<file path="src/core/dbs_consts.svh">
// constants of the dynamic bus sizing sequencer
`ifndef DBS_CONSTS_SVH
`define DBS_CONSTS_SVH

// ************************************************
// transfer-size codes (bytes still to move)
// ************************************************
`define DBS_SIZ_LONG  2'h0
`define DBS_SIZ_BYTE  2'h1
`define DBS_SIZ_WORD  2'h2
`define DBS_SIZ_THREE 2'h3

// ************************************************
// timing and long-transfer count
// ************************************************
`define DBS_CLK_PERIOD_NS 100
`define DBS_MIN_CYCLE_CLKS 3
`define DBS_CNT_LONG 3'h4

`endif

</file>
<file path="src/core/dbs_pkg.sv">
// types of the dynamic bus sizing sequencer
package dbs_pkg;

    typedef enum logic [1:0] {PORT_NONE, PORT_8, PORT_16} port_t;

    typedef enum logic [1:0] {ST_IDLE, ST_ADDR, ST_SAMPLE, ST_TERM} bus_state_t;

endpackage

</file>
<file path="src/core/byte_lane_mux.sv">
// read lane selection for 8- and 16-bit ports
`timescale 1ns/100ps

module byte_lane_mux
(
    input  wire logic [15:0] data_in,
    input  wire logic        port8,
    input  wire logic        addr_odd,
    input  wire logic        single_byte,
    output logic      [15:0] lane_data,
    output logic             two_bytes
);

    // ************************************************
    // lane steering
    // ************************************************
    always_comb
    begin
        two_bytes = !port8 && !single_byte;
        if (two_bytes)
            lane_data = data_in;
        else if (!port8 && addr_odd)
            lane_data = {8'h00, data_in[7:0]};
        else
            lane_data = {8'h00, data_in[15:8]};
    end

endmodule

</file>
<file path="src/core/dynamic_bus_sizing_sequencer.sv">
// operand transfer sequencer with dynamic bus sizing
`timescale 1ns/100ps
`include "dbs_consts.svh"

module dynamic_bus_sizing_sequencer
(
    input  wire logic        ref_clk,
    input  wire logic        srst,
    input  wire logic        req_valid,
    input  wire logic        req_write,
    input  wire logic [1:0]  req_size,
    input  wire logic [31:0] req_addr,
    input  wire logic [31:0] req_wdata,
    output logic             req_ready,
    output logic             done,
    output logic             done_error,
    output logic      [31:0] rdata,
    output logic      [31:0] addr_out,
    output logic      [1:0]  xfer_size_out,
    output logic             rw_out,
    output logic             addr_strobe,
    output logic             data_strobe,
    input  wire logic [15:0] data_in,
    output logic      [15:0] data_out,
    output logic             data_oe,
    input  wire logic        ack_port8,
    input  wire logic        ack_port16,
    input  wire logic        bus_fault_in,
    input  wire logic        halt_in,
    input  wire logic        int_ack_en,
    input  wire logic        int_ack_port16
);

    // ************************************************
    // acknowledge decode
    // ************************************************
    function automatic dbs_pkg::port_t decode_ack(input logic a8, input logic a16);
        if (a16)
            decode_ack = dbs_pkg::PORT_16;
        else if (a8)
            decode_ack = dbs_pkg::PORT_8;
        else
            decode_ack = dbs_pkg::PORT_NONE;
    endfunction

    dbs_pkg::bus_state_t state;
    dbs_pkg::port_t      ack_now;
    dbs_pkg::port_t      port_seen;
    logic         [2:0]  cnt;
    logic         [31:0] obuf;
    logic         [31:0] rbuf;
    logic                is_write;
    logic                fault_seen;
    logic                fault_now;
    logic         [15:0] lane_data;
    logic                two_bytes;

    // internal acknowledge replaces the slave's when enabled
    assign ack_now = int_ack_en ? decode_ack(!int_ack_port16, int_ack_port16)
                                : decode_ack(ack_port8, ack_port16);
    assign fault_now = fault_seen || bus_fault_in;

    byte_lane_mux u_lanes
    (
        .data_in     (data_in),
        .port8       (port_seen == dbs_pkg::PORT_8),
        .addr_odd    (addr_out[0]),
        .single_byte (cnt == 3'h1),
        .lane_data   (lane_data),
        .two_bytes   (two_bytes)
    );

    // ************************************************
    // cycle state
    // ************************************************
    always_ff @(posedge ref_clk)
    begin
        if (srst)
            state <= dbs_pkg::ST_IDLE;
        else
            unique case (state)
                dbs_pkg::ST_IDLE:
                    if (req_valid)
                        state <= dbs_pkg::ST_ADDR;
                dbs_pkg::ST_ADDR:
                    state <= dbs_pkg::ST_SAMPLE;
                dbs_pkg::ST_SAMPLE:
                    if (bus_fault_in || ack_now != dbs_pkg::PORT_NONE)
                        state <= dbs_pkg::ST_TERM;
                dbs_pkg::ST_TERM:
                    if (fault_now)
                        state <= halt_in ? dbs_pkg::ST_ADDR : dbs_pkg::ST_IDLE;
                    else if (cnt <= (two_bytes ? 3'h2 : 3'h1))
                        state <= dbs_pkg::ST_IDLE;
                    else
                        state <= dbs_pkg::ST_ADDR;
            endcase
    end

    // ************************************************
    // port size and fault capture
    // ************************************************
    always_ff @(posedge ref_clk)
    begin
        if (srst)
        begin
            port_seen  <= dbs_pkg::PORT_NONE;
            fault_seen <= 1'b0;
        end
        else if (state == dbs_pkg::ST_SAMPLE)
        begin
            port_seen  <= ack_now;
            fault_seen <= bus_fault_in;
        end
        else if (state == dbs_pkg::ST_ADDR)
        begin
            port_seen  <= dbs_pkg::PORT_NONE;
            fault_seen <= 1'b0;
        end
    end

    // ************************************************
    // size counter, address and operand buffers
    // ************************************************
    always_ff @(posedge ref_clk)
    begin
        if (srst)
        begin
            cnt      <= 3'h0;
            addr_out <= 32'h0000_0000;
            obuf     <= 32'h0000_0000;
            is_write <= 1'b0;
        end
        else if (state == dbs_pkg::ST_IDLE && req_valid)
        begin
            cnt      <= (req_size == `DBS_SIZ_LONG) ? `DBS_CNT_LONG : {1'b0, req_size};
            addr_out <= req_addr;
            is_write <= req_write;
            unique case (req_size)
                `DBS_SIZ_BYTE: obuf <= {req_wdata[7:0], 24'h00_0000};
                `DBS_SIZ_WORD: obuf <= {req_wdata[15:0], 16'h0000};
                default:       obuf <= req_wdata;
            endcase
        end
        else if (state == dbs_pkg::ST_TERM && !fault_now)
        begin
            if (two_bytes)
            begin
                cnt      <= cnt - 3'h2;
                addr_out <= addr_out + 32'h0000_0002;
                obuf     <= {obuf[15:0], 16'h0000};
            end
            else
            begin
                cnt      <= cnt - 3'h1;
                addr_out <= addr_out + 32'h0000_0001;
                obuf     <= {obuf[23:0], 8'h00};
            end
        end
    end

    // ************************************************
    // read assembly, most significant byte first
    // ************************************************
    always_ff @(posedge ref_clk)
    begin
        if (srst)
            rbuf <= 32'h0000_0000;
        else if (state == dbs_pkg::ST_IDLE)
            rbuf <= 32'h0000_0000;
        else if (state == dbs_pkg::ST_TERM && !fault_now && !is_write)
            rbuf <= two_bytes ? {rbuf[15:0], lane_data} : {rbuf[23:0], lane_data[7:0]};
    end

    // ************************************************
    // completion to the requester
    // ************************************************
    always_ff @(posedge ref_clk)
    begin
        if (srst)
        begin
            done       <= 1'b0;
            done_error <= 1'b0;
            rdata      <= 32'h0000_0000;
        end
        else
        begin
            done       <= 1'b0;
            done_error <= 1'b0;
            if (state == dbs_pkg::ST_TERM && fault_now && !halt_in)
            begin
                done       <= 1'b1;
                done_error <= 1'b1;
            end
            else if (state == dbs_pkg::ST_TERM && !fault_now
                     && cnt <= (two_bytes ? 3'h2 : 3'h1))
            begin
                done  <= 1'b1;
                rdata <= two_bytes ? {rbuf[15:0], lane_data}
                                   : {rbuf[23:0], lane_data[7:0]};
            end
        end
    end

    // ************************************************
    // bus outputs
    // ************************************************
    assign req_ready     = state == dbs_pkg::ST_IDLE;
    assign xfer_size_out = cnt[1:0];
    assign rw_out        = !is_write;
    assign addr_strobe   = state == dbs_pkg::ST_ADDR || state == dbs_pkg::ST_SAMPLE;
    assign data_strobe   = is_write ? state == dbs_pkg::ST_SAMPLE : addr_strobe;
    assign data_oe       = is_write && state != dbs_pkg::ST_IDLE;
    // single byte goes on both halves since port width is not yet known
    assign data_out      = (cnt == 3'h1) ? {obuf[31:24], obuf[31:24]}
                                         : obuf[31:16];
endmodule

</file>
<file path="config.mk">
export PLATFORM = sky130hd
export DESIGN_NAME = dynamic_bus_sizing_sequencer
export DESIGN_NICKNAME = d
export VERILOG_FILES = /design/src/core/dbs_pkg.sv /design/src/core/byte_lane_mux.sv /design/src/core/dynamic_bus_sizing_sequencer.sv
export VERILOG_INCLUDE_DIRS = /design/src /design/src/core
export SDC_FILE = /design/constraint.sdc
export NUM_CORES = 1
export LEC_CHECK = 0
export BUFFER_PORTS_ARGS = -buffer_cell sky130_fd_sc_hd__buf_2
export CAP_MARGIN = 0
export CORE_MARGIN = 8
export CORE_UTILIZATION = 57
export CTS_CLUSTER_SIZE = 24
export DETAILED_ROUTE_END_ITERATION = 8
export GPL_TIMING_DRIVEN = 0
export PLACE_DENSITY = 0.95
export SYNTH_ARGS = -nofsm -noshare
export SYNTH_HDL_FRONTEND = slang
export SYNTH_SLANG_ARGS = --single-unit
export TNS_END_PERCENT = 5
</file>
<file path="constraint.sdc">
create_clock -name ref_clk -period 6.8 [get_ports ref_clk]
set_input_delay 0.68 -clock ref_clk [delete_from_list [all_inputs] [get_ports ref_clk]]
set_output_delay 0.68 -clock ref_clk [all_outputs]
set_load 0.1 [all_outputs]
</file>
=== Word level (Yosys, flattened, before mapping) ===
Cells that the tools add are included.

* Bitwise operators: 1
* $add $sub $neg: 4
* Multiplexer cells: 34
* Eq/ne operators: 9
* Multiply operators: 0
* $lt $le $gt $ge: 1
* Shift-type cells: 0
* Divide/modulo/power cells: 0
* Reductions and logical operators: 26

{| class="wikitable"
|+ Operators with widths
! kind !! count
|-
| $mux W32 || 7
|-
| $pmux W32 S2 || 1
|-
| $add A32 B1 Y32 const B || 1
|-
| $add A32 B2 Y32 const B || 1
|-
| $mux W16 || 1
|-
| $mux W2 || 8
|-
| $mux W8 || 2
|-
| $mux W3 || 4
|-
| $mux W1 || 10
|-
| $logic_and A1 B1 Y1 || 9
|-
| $pmux W2 S4 || 1
|-
| $reduce_bool A2 Y1 || 4
|-
| $eq A2 B1 Y1 const B || 3
|-
| $eq A2 B2 Y1 const B || 3
|-
| $logic_not A1 Y1 || 5
|-
| $logic_not A2 Y1 || 2
|-
| $ne A2 B2 Y1 const B || 2
|-
| $reduce_and A2 Y1 || 2
|-
| $eq A3 B1 Y1 const B || 1
|-
| $le A3 B2 Y1 || 1
|-
| $logic_or A1 B1 Y1 || 3
|-
| $sub A3 B1 Y3 const B || 1
|-
| $sub A3 B2 Y3 const B || 1
|-
| $reduce_or A2 Y1 || 1
|-
| $not A1 Y1 || 1
|}

* Memories: 0
* Output and inout bits: 89
* Input port bits: 92
* Bits in read-only memories: 0
* Latch bits: 0
* Flip-flop bits (word level): 131
* Bits in writable memories: 0

=== Logic depth before layout (Yosys ltp) ===
Gate-level depths: netlist of run 1.

* Depth after elaboration: 8
* Mapped depth: 14
* Mapped depth without buffers: 11

=== Cells and area by module ===
Synthesis of run 1 repeated with hierarchy kept, for this count alone.

* Cells, all modules: 803
* Area total of the unflattened synthesis: 6705.2 µm²

{| class="wikitable"
|+ Modules (own cells, without submodules)
! module !! cells each !! times used !! area an instance (µm²)
|-
| dynamic_bus_sizing_sequencer || 784 || 1 || 6541.3
|-
| byte_lane_mux || 19 || 1 || 163.9
|}

=== Worst setup path before layout of run 1 ===
OpenSTA, ideal clock, no wires.

* Path type: reg-to-output
* Start: register state[0]
* End: output data_oe
* Arrival time: 2414 ps
* Data required time: 6120 ps
* Cell stages (with the launch flop): 4
* Path slack: 3706 ps
* Path buffers: 0
* Cells stage by stage: dfxtp_1 inv_1 ha_1 nor2_1

* Longest elaborated chain between the ends: 2

{| class="wikitable"
|+ RTL lines
! what !! line !! source
|-
| from (decl) || dynamic_bus_sizing_sequencer.sv:46 || <nowiki>dbs_pkg::bus_state_t state;</nowiki>
|-
| from (signal assigned) || dynamic_bus_sizing_sequencer.sv:79 || <nowiki>state <= dbs_pkg::ST_IDLE;</nowiki>
|-
| from (signal assigned) || dynamic_bus_sizing_sequencer.sv:84 || <nowiki>state <= dbs_pkg::ST_ADDR;</nowiki>
|-
| from (signal assigned) || dynamic_bus_sizing_sequencer.sv:86 || <nowiki>state <= dbs_pkg::ST_SAMPLE;</nowiki>
|-
| $reduce_bool A2 Y1 || dynamic_bus_sizing_sequencer.sv:213 || <nowiki>assign data_oe = is_write && state != dbs_pkg::ST_IDLE;</nowiki>
|-
| $logic_and A1 B1 Y1 || dynamic_bus_sizing_sequencer.sv:213 ||
|-
| to (decl) || dynamic_bus_sizing_sequencer.sv:25 || <nowiki>output logic data_oe,</nowiki>
|}

Every way passes these cells.

=== Worst setup path after layout of run 1 ===
* Start: register cnt[1]
* End: register rdata[8]

* Longest elaborated chain between the ends: 7
* Elaborated cells on any way between the ends: 9

{| class="wikitable"
|+ RTL lines
! what !! line !! source
|-
| from (decl) || dynamic_bus_sizing_sequencer.sv:49 || <nowiki>logic [2:0] cnt;</nowiki>
|-
| from (signal assigned) || dynamic_bus_sizing_sequencer.sv:136 || <nowiki>cnt <= (req_size == `DBS_SIZ_LONG) ? `DBS_CNT_LONG : {1'b0, req_size};</nowiki>
|-
| from (signal assigned) || dynamic_bus_sizing_sequencer.sv:149 || <nowiki>cnt <= cnt - 3'h2;</nowiki>
|-
| from (signal assigned) || dynamic_bus_sizing_sequencer.sv:155 || <nowiki>cnt <= cnt - 3'h1;</nowiki>
|-
| $eq A3 B1 Y1 || dynamic_bus_sizing_sequencer.sv:68 || <nowiki>.single_byte (cnt == 3'h1),</nowiki>
|-
| $logic_not A1 Y1 || byte_lane_mux.sv:19 || <nowiki>two_bytes = !port8 && !single_byte;</nowiki>
|-
| $logic_and A1 B1 Y1 || byte_lane_mux.sv:19 ||
|-
| $mux W2 || dynamic_bus_sizing_sequencer.sv:196 || <nowiki>&& cnt <= (two_bytes ? 3'h2 : 3'h1))</nowiki>
|-
| $le A3 B2 Y1 || dynamic_bus_sizing_sequencer.sv:196 ||
|-
| $logic_and A1 B1 Y1 || dynamic_bus_sizing_sequencer.sv:196 ||
|-
| $reduce_and A2 Y1 (no source line) || n/a ||
|-
| to (signal assigned) || dynamic_bus_sizing_sequencer.sv:199 || <nowiki>rdata <= two_bytes ? {rbuf[15:0], lane_data}</nowiki>
|-
| to (decl) || dynamic_bus_sizing_sequencer.sv:17 || <nowiki>output logic [31:0] rdata,</nowiki>
|}

Several ways; a longest one is shown, not always the timed one.
A chain may end at the register's enable or synchronous reset.

==> results of run 1 <==
final cells by class:
cell class	count	area, um2
buffer	83	409
clock buffer	19	433
clock inverter	13	150
fill	861	3370
inverter	20	75.1
multi-input combinational	606	3770
sequential	131	2620
tap	147	184
timing repair buffer	179	896
cell families after synthesis:
logic type / Yosys count / synth area share [%]
AND/OR/NAND/NOR: 310 / 22.0
AO/OA/AOI/OAI: 229 / 23.1
flip-flops: 131 / 38.1
buffers and inverters: 103 / 7.04
XOR/XNOR: 28 / 3.57
multiplexers: 27 / 3.97
adder cells (fa/ha/maj): 12 / 2.18
state kept, by name, summed over array words and instances (netlist names):
name	count
addr_out	32
obuf	32
rdata	32
rbuf	24
cnt	3
port_seen	2
state	2
done	1
done_error	1
fault_seen	1
is_write	1
worst max-delay path by stage:
stage	start	endpoint	depth (start not counted)
finish	cnt[1]	rdata[8]	14
global route	cnt[1]	rdata[8]	14
CTS	cnt[1]	rdata[8]	14
detailed placement	cnt[1]	rdata[8]	14
global placement	cnt[1]	rdata[9]	14
floorplan	state[0]	data_oe	3
synth_stat cells, types with 10 or more instances:
| library cell | number | area, um2 |
|---|---|---|
| nand2_1 | 107 | 402 |
| nand3_1 | 26 | 130 |
| ha_1 | 12 | 150 |
| nor2_1 | 95 | 357 |
| clkbuf_1 | 42 | 158 |
| buf_2 | 17 | 85.1 |
| a21oi_1 | 62 | 310 |
| nor3b_1 | 10 | 75.1 |
| xnor2_1 | 27 | 236 |
| o21ai_0 | 39 | 195 |
| a311o_1 | 16 | 160 |
| mux2i_1 | 25 | 250 |
| a211oi_1 | 57 | 428 |
| inv_1 | 19 | 71.3 |
| dfxtp_1 | 131 | 2620 |
| buf_4 | 12 | 90.1 |
power breakdown:
part,switching (mW),total (mW),internal (mW)
logic,1.34,1.70,0.362
clock network,0.377,0.922,0.545
registers,0.139,1.03,0.890
total,1.86,3.65,1.80
through the flow:
step           hold slack, ps  total power, mW  area, um2  instances
6_report                  454             3.65       8540       1198
5_1_grt                   464             3.77       8540       1198
3_5_place_dp              471             2.71       7960       1166
3_3_place_gp              463             2.68       7960       1166
4_1_cts                   451             3.62       8540       1198
2_1_floorplan             450             2.37       6880        840
metal layers:
| layer | wire length (um) | part of all wire [%] |
|---|---|---|
| met5 | 0 | 0 |
| met4 | 904 | 3.8 |
| met3 | 2870 | 12 |
| met2 | 11000 | 46 |
| met1 | 9180 | 38 |
==> results.ini, run 1 <==
[timing]
worst_pin_slew_ps = 737
fin_crit_ps = 3590
setup_viol = 0
hold_viol = 0
maxSlewHeadroom_pct = 50.9
tns_ps = 0
worst_slack_ps = 3210
timing.fmax_mhz = 279
finalCritPeriodShare_pct = 52.8
fin_skew_ps = 10.3
grt_setup_unrepaired = false
slew_viol_final = 0

[floorplanning]
die_y_um = 126
coreArea_mm2 = 0.0119
ios = 181
die_area_mm2 = 0.0158
rows = 40
start_util_pct = 57.7
die_x_um = 126

[route]
viasPerCell = 6.30
initialDrtViolationCount = 795
avgRoutedWirePerCell_um = 20.0
wirelength_um = 24000
vias = 7549
firstDrtPassIters = 6
antenna_left = 0
drc = 0

[synth]
ys_types = 67
netlist_instances = 840
yosysSeqAreaShare_pct = 38.1
synth_seq_cells = 131
yosysWarnings = 0
syn_avg_cell_area_um2 = 8.19
synth-main-ff-cell = dfxtp_1
netlist_area_mm2 = 0.00688
syn-num-nets = 944
synth_edf_count = 0
async_reset_ff_share_pct = 0

[worst_setup_path]
critPathSlowestCell = dfxtp_1
r2r-end = rdata[8]
crit_fanout = 11
cp-start-kind = register
path_buf_inv = 5
r2r_cells = 14
cp_data_required_time_ps = 7130
slowest_delay_ps = 420
r2r_setup_slack_ps = 3210
cp-end-kind = register
r2r-start = cnt[1]
cpLargestDelayFamily = buffers and inverters
cp_data_arrival_time_ps = 3920
crit_type = reg -> reg
path_cells = inv_1 -> ha_1 -> nor2b_1 -> nor2_2 -> inv_2 -> clkbuf_1 -> ha_1 -> nor2b_1 -> a2bb2oi_1 -> nor3_2 -> buf_2 -> buf_2 -> nor2_1 -> a211oi_1

[clocking]
clockBufferDepth = 2
ctsHtreeMaxLevel = 4
postCtsSetupRepairBufs = 0
cts-root-buf = clkbuf_16
clkSlewWorstSetupHoldPaths_ps = 60
cts_tree = yes
post_cts_resized = 0
cts_made_buffers = 17
cts_hold_buf = 0
insertion_delay_ps = 440
clock_sinks = 131

[global_routing]
groute.usage.overall_pct = 29.4
top_usage_layer = met2
grt_max_degree = 17
gr-usage-met3_pct = 9.75
antenna_found_initial = 0
grt_pass1_vias = 7468
grt_pass1_wl_um = 37700
use_met1_pct = 34.7
grt_overflow = 0
gr-usage-met2_pct = 47.1

[layout]
area_delta_synth_final_pct = 24.2
final_core_util_pct = 71.7
most-common-layout-cells = 196 x buf_2, 131 x dfxtp_1, 107 x nand2_1
mostFrequentLayoutCell = buf_2
nets = 1142
drive_above_1_share_pct = 25.5
antenna_cells = 0

[place]
place_ws_ps = 3370
routabilityCongestion = 0.959
place.detailed.hpwl_um = 17300
numPortBuffers = 179

[power_and_ir_drop]
p_leak_nw = 3.42
p_per_area_mw_per_mm2 = 428
max-vdd-ir-drop_v = 0.000431

[min_path]
holdCritStartpoint = halt_in
min_delay_path_depth = 2
hp-class = in -> reg
worst_hold_path.endpoint = done_error

[job]
max_cap_violations = 0

[run_status]
outcome = finished clean

No activity file was read; power rests on OpenSTA's default activity.
==> run 2, diff against run 1 <==
Settings changed: CORE_UTILIZATION 57 to 48, PLACE_DENSITY 0.95 to 0.88.
Clock period 6.8 ns to 2.9 ns, I/O delays scaled along.
==> run 2 against run 1 <==
Global-route usage fell by 5.1 points. Largest cell class unchanged. Die area rose by 16%. Routed wire length fell by 3.3%. Critical path depth fell by 1. Combinational power rose by 130%. Count of clock-buffer cells in the layout did not move. Clock power rose by 120%.
==> results.ini, run 2 (synthesis gave the netlist of run 1 again) <==
[job]
max_cap_violations = 0

[run_status]
outcome = finished clean

[worst_setup_path]
r2r_setup_slack_ps = 210
crit_type = reg -> reg
critPathSlowestCell = dfxtp_2
slowest_delay_ps = 350
startpoint = cnt[1]
r2r-start = cnt[1]
cp_data_required_time_ps = 3240
cp_data_arrival_time_ps = 3030
crit_fanout = 18
cp-end-kind = register
path_cells = inv_1 -> ha_1 -> nor2b_2 -> nor2_4 -> inv_4 -> ha_1 -> nor2b_1 -> a2bb2oi_1 -> nor3_2 -> buf_4 -> clkbuf_4 -> nor2_1 -> a211oi_1
crit_top_cell = ha_1
cp-start-kind = register

[route]
wl_met3_um = 2450
antenna_left = 0
initialDrtViolationCount = 816
vias = 7253
viasPerCell = 5.88
wirelength_um = 23200
avgRoutedWirePerCell_um = 18.8
highest_layer = met5
met2_length_um = 10500
firstDrtPassIters = 7
drc = 0
wl_met1_um = 9360

[layout]
drive_above_1_share_pct = 25.9
reg.largest.list = addr_out x32, obuf x32, rdata x32
most-common-layout-cells = 193 x buf_2, 130 x dfxtp_1, 107 x nand2_1
instances_no_fill = 1234
nets = 1142
area_delta_synth_final_pct = 24.8
mostFrequentLayoutCell = buf_2

[place]
place.detailed.hpwl_um = 17400
routabilityCongestion = 0.940
numPortBuffers = 179
place_ws_ps = -521
numPlacedInstances = 1199

[global_routing]
grt_pass1_wl_um = 35500
grt_pass1_vias = 6839
antenna_found_initial = 4
grt_max_degree = 19
groute.usage.overall_pct = 24.4
grt_overflow = 0

[timing]
maxSlewHeadroom_pct = 53.3
worst_pin_slew_ps = 700
timing.fmax_mhz = 372
holdWs_ps = 72.3
setup_viol = 0
hold_viol = 0
slew_viol_final = 0
worst_slack_ps = 211
fin_crit_ps = 2690
finalCritPeriodShare_pct = 92.7
fin_skew_ps = 10.4

[clocking]
clockBufferDepth = 2
ctsHtreeMaxLevel = 4
insertion_delay_ps = 430
cts_made_buffers = 17
cts-root-buf = clkbuf_16
clock_sinks = 131
cts_tree = yes
clkSlewWorstSetupHoldPaths_ps = 60

[power_and_ir_drop]
total_power_mw = 8.43
p_per_area_mw_per_mm2 = 982
max-vdd-ir-drop_v = 0.00107
p_leak_nw = 3.42

[floorplanning]
start_util_pct = 49.4
die_y_um = 136
die_x_um = 136
rows = 43
coreArea_mm2 = 0.0139
die_area_mm2 = 0.0184
ios = 181

[min_path]
holdCritStartpoint = halt_in
hp-class = in -> reg

## run 2: cell types whose count changed in the layout (fill, tap and decap cells not counted), sizes merged
| cell | previous run | this run |
|---|---|---|
| buf | 218 | 217 |
| clkinv | 5 | 0 |
| clkbuf | 62 | 63 |
| clkinvlp | 2 | 3 |
| bufinv | 2 | 0 |
| inv | 24 | 30 |
| diode | 0 | 3 |
## run 2: cell type report
class | instances | area [um2]
Clock buffer | 19 | 443
Clock inverter | 13 | 113
Inverter | 20 | 77.6
Multi-Input combinational cell | 606 | 3780
Antenna cell | 3 | 7.51
Timing Repair Buffer | 180 | 903
Buffer | 82 | 413
Sequential cell | 131 | 2620
Tap cell | 180 | 225
Fill cell | 1210 | 5350
## run 2: repair_timing
action                                  4_1_cts  5_1_grt
gates resized for setup                       3        4
buffers inserted                              1        0
pin swaps                                     1        0
hold buffers                                  0        0
endpoints found under the setup margin       34       21
## run 2: worst paths after layout
path,endpoint,cells after the start
setup / recovery,rdata[16],13
hold / removal,done_error,2
setup reg to reg,rdata[16],13
hold reg to reg,rdata[30],2
## run 2: worst max-delay path, delay by kind of cell (launching register included)
kind | cells | cell delay [ps]
and+or+nand+nor | 5 | 630
buffers and inverters | 4 | 760
adders and majority gates | 2 | 500
DFF | 1 | 350
AOI/OAI and AO/OA | 2 | 350
## run 2: per-stage QoR
| stage | setup TNS [ps] | utilization (%) | instance area (um2) |
|---|---|---|---|
| after floorplan | 0 | - | 6880 |
| after detailed placement | -14880 | 57.4 | 8000 |
| final | 0 | 61.6 | 8580 |
| after CTS | 0 | 61.5 | 8570 |
| after global placement | -11080 | 57.4 | 8000 |
| after global routing | -0.972 | 61.6 | 8580 |
## run 2: power by group
group | leakage [nW] | switching, mW | internal [mW] | total [mW]
registers | 1.07 | 0.312 | 2.09 | 2.40
logic | 2.08 | 3.13 | 0.857 | 3.98
clock network | 0.265 | 0.899 | 1.14 | 2.04
total | 3.41 | 4.34 | 4.09 | 8.43
## run 2: metal layers
metal / vias up / track usage (%)
met5: - / 0
met4: 2 / 12.8
met3: 72 / 5.93
met2: 424 / 38.1
met1: 3361 / 30.4
li1: 3394 / -
